[config.mk]
export PLATFORM = sky130hd
export DESIGN_NAME = gpg_port_top
export DESIGN_NICKNAME = d
export VERILOG_FILES = /design/src/design/gpg_pkg.sv /design/src/design/gpg_port_bank.sv /design/src/design/gpg_port_top.sv
export VERILOG_INCLUDE_DIRS = /design/src /design/src/design
export SDC_FILE = /design/constraint.sdc
export NUM_CORES = 1
export LEC_CHECK = 0
export BUFFER_PORTS_ARGS = -buffer_cell sky130_fd_sc_hd__buf_2
export CORE_ASPECT_RATIO = 1.4
export CORE_UTILIZATION = 30
export CTS_CLUSTER_SIZE = 25
export DETAILED_ROUTE_END_ITERATION = 16
export PLACE_DENSITY_LB_ADDON = 0.2
export SLEW_MARGIN = 5
export SYNTH_ARGS = -nofsm -noshare
export SYNTH_HDL_FRONTEND = slang
export SYNTH_HIERARCHICAL = 1
export SYNTH_SLANG_ARGS = --single-unit
[constraint.sdc]
create_clock -name clk_in -period 5.2 [get_ports clk_in]
set_clock_uncertainty 0.05 [all_clocks]
set_input_delay 0.78 -clock clk_in [delete_from_list [all_inputs] [get_ports clk_in]]
set_output_delay 0.78 -clock clk_in [all_outputs]
set_load 0.005 [all_outputs]
[src/design/gpg_cfg.svh]
// Purpose: Offsets, masks and reset values of the port group.
// Assumes: Included by every design file that decodes registers.
// Notes: Offsets are byte addresses on the register bus.
`ifndef GPG_CFG_SVH
`define GPG_CFG_SVH
`define GPG_OFF_P0_DATA 8'h00
`define GPG_OFF_P0_DIR 8'h04
`define GPG_OFF_P0_PU 8'h08
`define GPG_OFF_P1_DATA 8'h0C
`define GPG_OFF_P1_DIR 8'h10
`define GPG_OFF_P1_PU 8'h14
`define GPG_OFF_P3_DATA 8'h18
`define GPG_OFF_P3_DIR 8'h1C
`define GPG_OFF_P3_PU 8'h20
`define GPG_OFF_STATUS 8'h24
`define GPG_P0_MASK 8'h63
`define GPG_P1_MASK 8'hFF
`define GPG_P3_MASK 8'h0F
`define GPG_DBG_MASK 8'h06
`define GPG_DIR_RST 8'hFF
`define GPG_LATCH_RST 8'h00
`define GPG_PU_RST 8'h00
`define GPG_RESP_OKAY 2'h0
`define GPG_RESP_SLVERR 2'h2
`endif

[src/design/gpg_pkg.sv]
// Purpose: Types shared by the port group modules.
// Assumes: Eight-bit lanes per port; narrow ports use a mask.
// Notes: None.
package gpg_pkg;
  typedef logic [7:0] gpg_addr_t;
  typedef struct packed {
    logic [7:0] latch;
    logic [7:0] dir;
    logic [7:0] pu;
    logic [7:0] sampled;
    logic [7:0] drv_o;
    logic [7:0] drv_oe;
    logic [7:0] pull;
  } gpg_bank_state_t;
  typedef struct packed {
    logic we_data;
    logic we_dir;
    logic we_pu;
    logic [7:0] wdata;
  } gpg_bank_wr_t;
  typedef struct packed {
    logic [7:0] data;
    logic [7:0] dir;
    logic [7:0] pu;
  } gpg_bank_rd_t;
  typedef struct packed {
    logic [7:0] o;
    logic [7:0] oe;
    logic [7:0] pull;
  } gpg_pin_drive_t;
  typedef struct packed {
    logic [7:0] oe;
    logic [7:0] o;
  } gpg_alt_t;
  typedef struct packed {
    logic aw_full;
    gpg_addr_t awaddr;
    logic w_full;
    logic [31:0] wdata;
    logic [3:0] wstrb;
    logic bvalid;
    logic [1:0] bresp;
    logic rvalid;
    logic [31:0] rdata;
    logic [1:0] rresp;
  } gpg_axi_state_t;
endpackage

[src/design/gpg_port_bank.sv]
// Purpose: One port: output latch, direction, pull-up and pin drive.
// Assumes: Pin levels are synchronous to clk_in.
// Notes: Bits outside IMPL_MASK never drive and read as zero.
`timescale 1ns/1ps
`default_nettype none
`include "gpg_cfg.svh"
module gpg_port_bank import gpg_pkg::*; #(
  parameter logic [7:0] IMPL_MASK = 8'hFF
) (
  input wire logic clk_in,
  input wire logic rst_in,
  input wire gpg_bank_wr_t wr_in,
  input wire gpg_alt_t alt_in,
  input wire logic [7:0] force_in_in,
  input wire logic [7:0] pin_in,
  output gpg_bank_rd_t rd_out,
  output gpg_pin_drive_t drive_out,
  output logic [7:0] level_out
);
  gpg_bank_state_t s;
  gpg_bank_state_t next_s;
  logic [7:0] is_in;
  logic [7:0] rd_in_mode;

  always_comb begin
    next_s = s;
    next_s.sampled = pin_in & IMPL_MASK;
    if (wr_in.we_data) begin
      next_s.latch = wr_in.wdata & IMPL_MASK;
    end
    if (wr_in.we_dir) begin
      next_s.dir = wr_in.wdata | ~IMPL_MASK;
    end
    if (wr_in.we_pu) begin
      next_s.pu = wr_in.wdata & IMPL_MASK;
    end
    is_in = next_s.dir | force_in_in;
    next_s.drv_oe = ~is_in & IMPL_MASK;
    next_s.drv_o = ((alt_in.oe & alt_in.o) |
                    (~alt_in.oe & next_s.latch)) & next_s.drv_oe;
    // Pull-ups act only on pins that are inputs.
    next_s.pull = next_s.pu & is_in & IMPL_MASK;
  end

  always_ff @(posedge clk_in or posedge rst_in) begin
    if (rst_in) begin
      s <= '0;
      s.dir <= `GPG_DIR_RST;
      s.latch <= `GPG_LATCH_RST;
      s.pu <= `GPG_PU_RST;
    end else begin
      s <= next_s;
    end
  end

  // Output pins read back the latch, input pins the sampled level.
  // A pin forced to input by debug use reads back as an input too.
  assign rd_in_mode = s.dir | force_in_in;
  assign rd_out.data = ((rd_in_mode & s.sampled) |
                        (~rd_in_mode & s.latch)) & IMPL_MASK;
  assign rd_out.dir = s.dir & IMPL_MASK;
  assign rd_out.pu = s.pu & IMPL_MASK;
  assign drive_out.o = s.drv_o;
  assign drive_out.oe = s.drv_oe;
  assign drive_out.pull = s.pull;
  assign level_out = s.sampled;
endmodule
`default_nettype wire

[src/design/gpg_port_top.sv]
// Purpose: Ports 0, 1 and 3 with their registers on AXI4-Lite.
// Assumes: Pin inputs are synchronous; one clock, async reset.
// Notes: Alternate functions drive through the alt inputs.
// Operation
// - Port 0 four pins with output latch
// - Port 0 direction set per bit
// - Port 0 pull-up per input bit
// - Reset makes port 0 all inputs
// - Port 0 shares timer and select pins
// - Port 1 eight pins, per-bit direction
// - Port 1 pull-up per input bit
// - Reset makes port 1 all inputs
// - Port 1 shares interrupt, serial, timer pins
// - Port 3 four pins, per-bit direction
// - Port 3 pull-up per input bit
// - Reset inputs; port 3 shares interrupts, timers
// - Port 3 bits 1, 2 select debug mode
`timescale 1ns/1ps
`default_nettype none
`include "gpg_cfg.svh"
module gpg_port_top import gpg_pkg::*; (
  input wire logic clk_in,
  input wire logic rst_in,
  input wire gpg_addr_t s_axi_awaddr_in,
  input wire logic s_axi_awvalid_in,
  output logic s_axi_awready_out,
  input wire logic [31:0] s_axi_wdata_in,
  input wire logic [3:0] s_axi_wstrb_in,
  input wire logic s_axi_wvalid_in,
  output logic s_axi_wready_out,
  output logic [1:0] s_axi_bresp_out,
  output logic s_axi_bvalid_out,
  input wire logic s_axi_bready_in,
  input wire gpg_addr_t s_axi_araddr_in,
  input wire logic s_axi_arvalid_in,
  output logic s_axi_arready_out,
  output logic [31:0] s_axi_rdata_out,
  output logic [1:0] s_axi_rresp_out,
  output logic s_axi_rvalid_out,
  input wire logic s_axi_rready_in,
  input wire logic [7:0] p0_pin_in,
  output logic [7:0] p0_pin_out,
  output logic [7:0] p0_pin_oe_out,
  output logic [7:0] p0_pullup_out,
  input wire gpg_alt_t p0_alt_in,
  output logic [7:0] p0_level_out,
  input wire logic [7:0] p1_pin_in,
  output logic [7:0] p1_pin_out,
  output logic [7:0] p1_pin_oe_out,
  output logic [7:0] p1_pullup_out,
  input wire gpg_alt_t p1_alt_in,
  output logic [7:0] p1_level_out,
  input wire logic [7:0] p3_pin_in,
  output logic [7:0] p3_pin_out,
  output logic [7:0] p3_pin_oe_out,
  output logic [7:0] p3_pullup_out,
  input wire gpg_alt_t p3_alt_in,
  output logic [7:0] p3_level_out,
  input wire logic dbg_enable_in,
  output logic [1:0] dbg_mode_sel_out
);
  gpg_axi_state_t s;
  gpg_axi_state_t next_s;
  gpg_bank_wr_t wr0;
  gpg_bank_wr_t wr1;
  gpg_bank_wr_t wr3;
  gpg_bank_rd_t rd0;
  gpg_bank_rd_t rd1;
  gpg_bank_rd_t rd3;
  gpg_pin_drive_t drv0;
  gpg_pin_drive_t drv1;
  gpg_pin_drive_t drv3;
  logic [7:0] lvl0;
  logic [7:0] lvl1;
  logic [7:0] lvl3;
  logic [7:0] dbg_force;
  logic commit;
  logic wr_lane;
  logic wr_hit;
  logic ar_take;
  logic [31:0] rd_word;
  logic rd_hit;

  // A write completes once address and data are both held and no response is pending.
  assign commit = s.aw_full && s.w_full && !s.bvalid;
  assign wr_lane = s.wstrb[0];
  assign ar_take = s_axi_arvalid_in && !s.rvalid;

  // Debug mode takes port 3 bits 1 and 2 as inputs.
  assign dbg_force = dbg_enable_in ? `GPG_DBG_MASK : 8'h00;

  always_comb begin
    wr0 = '0;
    wr1 = '0;
    wr3 = '0;
    wr0.wdata = s.wdata[7:0];
    wr1.wdata = s.wdata[7:0];
    wr3.wdata = s.wdata[7:0];
    wr_hit = 1'b1;
    case (s.awaddr)
      `GPG_OFF_P0_DATA: begin
        wr0.we_data = commit && wr_lane;
      end
      `GPG_OFF_P0_DIR: begin
        wr0.we_dir = commit && wr_lane;
      end
      `GPG_OFF_P0_PU: begin
        wr0.we_pu = commit && wr_lane;
      end
      `GPG_OFF_P1_DATA: begin
        wr1.we_data = commit && wr_lane;
      end
      `GPG_OFF_P1_DIR: begin
        wr1.we_dir = commit && wr_lane;
      end
      `GPG_OFF_P1_PU: begin
        wr1.we_pu = commit && wr_lane;
      end
      `GPG_OFF_P3_DATA: begin
        wr3.we_data = commit && wr_lane;
      end
      `GPG_OFF_P3_DIR: begin
        wr3.we_dir = commit && wr_lane;
      end
      `GPG_OFF_P3_PU: begin
        wr3.we_pu = commit && wr_lane;
      end
      `GPG_OFF_STATUS: begin
        wr_hit = 1'b1;
      end
      default: begin
        wr_hit = 1'b0;
      end
    endcase
  end

  always_comb begin
    rd_word = 32'h0000_0000;
    rd_hit = 1'b1;
    case (s_axi_araddr_in)
      `GPG_OFF_P0_DATA: begin
        rd_word[7:0] = rd0.data;
      end
      `GPG_OFF_P0_DIR: begin
        rd_word[7:0] = rd0.dir;
      end
      `GPG_OFF_P0_PU: begin
        rd_word[7:0] = rd0.pu;
      end
      `GPG_OFF_P1_DATA: begin
        rd_word[7:0] = rd1.data;
      end
      `GPG_OFF_P1_DIR: begin
        rd_word[7:0] = rd1.dir;
      end
      `GPG_OFF_P1_PU: begin
        rd_word[7:0] = rd1.pu;
      end
      `GPG_OFF_P3_DATA: begin
        rd_word[7:0] = rd3.data;
      end
      `GPG_OFF_P3_DIR: begin
        rd_word[7:0] = rd3.dir;
      end
      `GPG_OFF_P3_PU: begin
        rd_word[7:0] = rd3.pu;
      end
      `GPG_OFF_STATUS: begin
        rd_word[2:0] = {lvl3[2:1], dbg_enable_in};
      end
      default: begin
        rd_hit = 1'b0;
      end
    endcase
  end

  always_comb begin
    next_s = s;
    if (s_axi_awvalid_in && !s.aw_full) begin
      next_s.aw_full = 1'b1;
      next_s.awaddr = s_axi_awaddr_in;
    end
    if (s_axi_wvalid_in && !s.w_full) begin
      next_s.w_full = 1'b1;
      next_s.wdata = s_axi_wdata_in;
      next_s.wstrb = s_axi_wstrb_in;
    end
    if (s.bvalid && s_axi_bready_in) begin
      next_s.bvalid = 1'b0;
    end
    if (commit) begin
      next_s.aw_full = 1'b0;
      next_s.w_full = 1'b0;
      next_s.bvalid = 1'b1;
      next_s.bresp = wr_hit ? `GPG_RESP_OKAY : `GPG_RESP_SLVERR;
    end
    if (s.rvalid && s_axi_rready_in) begin
      next_s.rvalid = 1'b0;
    end
    if (ar_take) begin
      next_s.rvalid = 1'b1;
      next_s.rdata = rd_word;
      next_s.rresp = rd_hit ? `GPG_RESP_OKAY : `GPG_RESP_SLVERR;
    end
  end

  always_ff @(posedge clk_in or posedge rst_in) begin
    if (rst_in) begin
      s <= '0;
    end else begin
      s <= next_s;
    end
  end

  assign s_axi_awready_out = !s.aw_full;
  assign s_axi_wready_out = !s.w_full;
  assign s_axi_bvalid_out = s.bvalid;
  assign s_axi_bresp_out = s.bresp;
  assign s_axi_arready_out = !s.rvalid;
  assign s_axi_rvalid_out = s.rvalid;
  assign s_axi_rdata_out = s.rdata;
  assign s_axi_rresp_out = s.rresp;

  gpg_port_bank #(.IMPL_MASK(`GPG_P0_MASK)) u_port0 (
    .clk_in(clk_in),
    .rst_in(rst_in),
    .wr_in(wr0),
    .alt_in(p0_alt_in),
    .force_in_in(8'h00),
    .pin_in(p0_pin_in),
    .rd_out(rd0),
    .drive_out(drv0),
    .level_out(lvl0)
  );

  gpg_port_bank #(.IMPL_MASK(`GPG_P1_MASK)) u_port1 (
    .clk_in(clk_in),
    .rst_in(rst_in),
    .wr_in(wr1),
    .alt_in(p1_alt_in),
    .force_in_in(8'h00),
    .pin_in(p1_pin_in),
    .rd_out(rd1),
    .drive_out(drv1),
    .level_out(lvl1)
  );

  gpg_port_bank #(.IMPL_MASK(`GPG_P3_MASK)) u_port3 (
    .clk_in(clk_in),
    .rst_in(rst_in),
    .wr_in(wr3),
    .alt_in(p3_alt_in),
    .force_in_in(dbg_force),
    .pin_in(p3_pin_in),
    .rd_out(rd3),
    .drive_out(drv3),
    .level_out(lvl3)
  );

  // Sampled levels also feed the peripherals that share the pins.
  assign p0_pin_out = drv0.o;
  assign p0_pin_oe_out = drv0.oe;
  assign p0_pullup_out = drv0.pull;
  assign p0_level_out = lvl0;
  assign p1_pin_out = drv1.o;
  assign p1_pin_oe_out = drv1.oe;
  assign p1_pullup_out = drv1.pull;
  assign p1_level_out = lvl1;
  assign p3_pin_out = drv3.o;
  assign p3_pin_oe_out = drv3.oe;
  assign p3_pullup_out = drv3.pull;
  assign p3_level_out = lvl3;
  assign dbg_mode_sel_out = lvl3[2:1];

  p0_mask_a: assert property (@(posedge clk_in) disable iff (rst_in)
    ((p0_pin_oe_out | p0_pullup_out) & ~`GPG_P0_MASK) == 8'h00)
    else $error("port 0 unimplemented bit active");

  p0_dir_write_a: assert property (@(posedge clk_in) disable iff (rst_in)
    wr0.we_dir |=> p0_pin_oe_out ==
      (~$past(s.wdata[7:0]) & `GPG_P0_MASK))
    else $error("port 0 enable does not follow direction write");

  p0_pull_a: assert property (@(posedge clk_in) disable iff (rst_in)
    wr0.we_pu && rd0.dir == `GPG_P0_MASK && !wr0.we_dir
      |=> p0_pullup_out == ($past(s.wdata[7:0]) & `GPG_P0_MASK))
    else $error("port 0 pull-up does not follow write");

  p0_reset_in_a: assert property (@(posedge clk_in) disable iff (rst_in)
    $past(rst_in) |-> p0_pin_oe_out == 8'h00 ##1
      (!$past(wr0.we_dir) -> p0_pin_oe_out == 8'h00))
    else $error("port 0 not input after reset");

  p1_latch_a: assert property (@(posedge clk_in) disable iff (rst_in)
    wr1.we_data && rd1.dir == 8'h00 && !wr1.we_dir &&
      p1_alt_in.oe == 8'h00
      |=> p1_pin_out == $past(s.wdata[7:0]))
    else $error("port 1 pin does not drive latch");

  p1_pull_out_a: assert property (@(posedge clk_in) disable iff (rst_in)
    (p1_pullup_out & p1_pin_oe_out) == 8'h00)
    else $error("port 1 pull-up on a driven pin");

  p1_reset_in_a: assert property (@(posedge clk_in) disable iff (rst_in)
    $past(rst_in) |-> p1_pin_oe_out == 8'h00 &&
      rd1.dir == `GPG_DIR_RST)
    else $error("port 1 not input after reset");

  p1_level_a: assert property (@(posedge clk_in) disable iff (rst_in)
    ##1 p1_level_out == $past(p1_pin_in))
    else $error("port 1 level lags pin by more than one cycle");

  p3_dir_a: assert property (@(posedge clk_in) disable iff (rst_in)
    wr3.we_dir && !dbg_enable_in |=> p3_pin_oe_out ==
      (~$past(s.wdata[7:0]) & `GPG_P3_MASK))
    else $error("port 3 enable does not follow direction write");

  p3_pull_off_a: assert property (@(posedge clk_in) disable iff (rst_in)
    rd3.pu == 8'h00 && !wr3.we_pu |=> p3_pullup_out == 8'h00)
    else $error("port 3 pull-up without enable");

  p3_reset_in_a: assert property (@(posedge clk_in) disable iff (rst_in)
    $past(rst_in) |-> p3_pin_oe_out == 8'h00)
    else $error("port 3 not input after reset");

  dbg_force_a: assert property (@(posedge clk_in) disable iff (rst_in)
    dbg_enable_in |=> (p3_pin_oe_out & `GPG_DBG_MASK) == 8'h00)
    else $error("debug select pins driven in debug mode");

  read_data_a: assert property (@(posedge clk_in) disable iff (rst_in)
    ar_take && s_axi_araddr_in == `GPG_OFF_P1_DATA
      |=> s_axi_rvalid_out &&
      s_axi_rdata_out == {24'h000000, $past(rd1.data)})
    else $error("port 1 data read wrong");

  write_resp_a: assert property (@(posedge clk_in) disable iff (rst_in)
    commit |=> s_axi_bvalid_out && !s.aw_full && !s.w_full)
    else $error("write response not raised after commit");
endmodule
`default_nettype wire

==> results.yml <==
run_status:
  status: "finished, final reports clean"
clock_network:
  clk_pin_slew_ns: 0.07
  hold_buffers: 0
  cts_setup_buffers: 0
  cts_tree: "yes"
  cts_made_buffers: 17
  clk_path_buf_depth: 2
  clk_latency_ns: 0.43
  cts-root-buf: "clkbuf_16"
  cts_max_level: 4
  cts_resized: 0
  cts_sinks: 143
setup_path:
  endpoint_kind: "register"
  cp-start-kind: "register"
  cp.buffers_inverters: 0
  cp.arrival_ns: 2.82
  path_delay_family: "simple AND/OR/NAND/NOR gates"
  worstPathRequired_ns: 5.48
  crit_fanout: 6
  cp_cell_sequence: "nand3_1 > nor3_1 > nand2_1 > nor2_1 > mux2_4 > a2111oi_4"
  path_class: "register to register"
  cp_slowest_cell: "nor2_1"
  slowest_delay_ns: 0.60
yosys:
  synth.avg_cell_area_um2: 11.2
  yosys_most_used_dff: "dfrtp_1"
  yosysTopAreaCellShare_pct: 41.1
  synth_top_cells_by_area: "dfrtp_1, buf_4, mux2_2, dfstp_2, mux2i_1"
  ys_ff_latch: 143
  yosysUniqueCellTypes: 50
  synth_edf_count: 0
  yosysSeqAreaShare_pct: 46.5
  yosysMostFrequentCell: "buf_4"
  yosys.area.top_type: "dfrtp_1"
  synthesis.area_um2: 7740
  synthCells: 691
  async_reset_ff_share_pct: 100
  yosys_warnings: 6
  ys_top_cells_by_count: "buf_4, dfrtp_1, mux2_2"
layout:
  stdcell_area_um2: 8620
  areaGrowthSynthToFinish_pct: 11.3
  layout.nets: 930
  postLayoutCoreUtil_pct: 34.0
  layout-drive-gt1-share_pct: 37.5
floorplanning:
  core_area_um2: 25400
  die-width_um: 138
  initial_core_util_pct: 30.5
  io_pins: 271
  dieArea_um2: 26500
  row_count: 69
  fp.dieH_um: 192
routing:
  routed_via_density: 4.09
  dr.pass1.iters: 6
  antenna_left: 0
  drt_iter0_markers: 80
  drc: 0
  routed_wl_um: 18000
  wl_per_cell_um: 15.9
  vias: 4630
global_routing:
  overflow: 0
  grt_max_degree: 57
  grt_pass1_vias: 4629
  grt_util_all_layers_pct: 14.5
  grt_antenna_before_repair: 1
  grt_pass1_wl_um: 27100
placed_design:
  dpl_cell_area_um2: 7950
  hpwl_um: 13400
  io_buffers: 161
  post-place-ws_ns: 2.48
  gp_congestion: 0.755
sta:
  hold_viol: 0
  tns_ns: 0
  finalMaxSlewViolations: 0
  post-route-period-util_pct: 49.0
  tightest_slew_ns: 1.07
  max_slew_margin_pct: 28.5
  rsz0062_at_grt: "no"
  setup_violations: 0
  setup_ws_ns: 2.65
  clock.fmax_mhz: 392
  finalCriticalPeriod_ns: 2.55
pwr:
  power.total_mw: 3.39
  power_density_nw_per_um2: 393
  p_leak_nw: 4.27
  irDropWorstVdd_mv: 0.216
job:
  cap_violations: 0
min_path:
  min_path_type: "primary input to register"
power by group:
part,switching [mW],internal (mW),total (mW),leakage [nW]
Combinational,0.266,0.275,0.540,2.16
Clock,0.498,0.878,1.38,0.320
Sequential,0.163,1.31,1.47,1.79
Total,0.927,2.46,3.39,4.27
worst paths after layout:
path / start / endpoint / slack, ns / cells past startpoint
max: s[74]$_DFFE_PP0P_ / u_port3/drive_out[19]$_DFF_PP0_ / 2.65 / 6
min: p1_pin_in[2] / u_port1/level_out[2]$_DFF_PP0_ / 0.40 / 1
max reg2reg: s[74]$_DFFE_PP0P_ / u_port3/drive_out[19]$_DFF_PP0_ / 2.65 / 6
min reg2reg: s_axi_rdata_out[3]$_DFFE_PP0P_ / s_axi_rdata_out[3]$_DFFE_PP0P_ / 0.43 / 2
max in group asynchronous: rst_in / u_port3/s[48]$_DFF_PP0_ / 3.84 / 2
min in group asynchronous: rst_in / u_port0/s[48]$_DFF_PP0_ / 0.41 / 3
final cells by class:
class                      instances  area [µm²]
fill                            2600       16800
multi-input combinational        429        2950
inverter                          40         150
timing repair buffer             167         851
tap                              319         399
sequential                       143        3600
antenna                            1        2.50
clock buffer                      19         453
clock inverter                    13         210
per-layer routing:
| metal | vias up | track usage (%) | share of wire (%) |
|---|---|---|---|
| met2 | 149 | 26.2 | 55 |
| met5 | - | 0 | 0 |
| met1 | 2225 | 16.0 | 39 |
| li1 | 2240 | - | - |
| met3 | 16 | 3.51 | 4.4 |
| met4 | 0 | 5.69 | 1.7 |
flip-flops by register name, indices dropped and copies added (netlist names):
signal / flops
u_port3/level_out: 4
u_port0/drive_out: 12
u_port1/s: 8
u_port3/s: 4
u_port1/level_out: 8
u_port1/drive_out: 24
u_port3/rd_out: 8
u_port0/s: 4
u_port0/rd_out: 8
s_axi_rvalid_out: 1
u_port1/rd_out: 16
s_axi_rresp_out: 1
s_axi_bvalid_out: 1
u_port3/drive_out: 12
s_axi_rdata_out: 8
s: 19
s_axi_bresp_out: 1
u_port0/level_out: 4
through the flow:
| stage | hold WS, ns | cells |
|---|---|---|
| after global placement | 0.416 | 1098 |
| after CTS | 0.367 | 1130 |
| after floorplan | 0.401 | 816 |
| final | 0.397 | 1131 |
| after global routing | 0.375 | 1130 |
| after detailed placement | 0.427 | 1098 |
logic make-up (layout without fill, tap and decap cells):
kind of cell / Yosys count / count (layout) / synth area share, %
AO/OA/AOI/OAI: 81 / 81 / 8.74
buffers and inverters: 244 / 239 / 21.5
flip-flops: 143 / 143 / 46.5
multiplexers: 102 / 102 / 15.6
other: 3 / 129 / 0.145
AND/OR/NAND/NOR: 118 / 118 / 7.50
layout by cell type, fill, tap and decap left out, drive strengths merged, types with 4 or more instances in the layout:
cell and n:
buf 167, o22ai 4, a2111oi 4, a21boi 12, o2111a 12, nand2b 14
nand3 7, o21ai 14, a31oi 7, mux2 74, o21a 7, nand2 15
nor2b 10, clkbuf 19, mux4 6, a22oi 6, conb 128, dfrtp 127
a21oi 4, mux2i 22, nor3 6, inv 41, nor2 53, bufinv 5
clkinv 5, dfstp 16
Note: power is estimated with default switching activity, not from simulation.
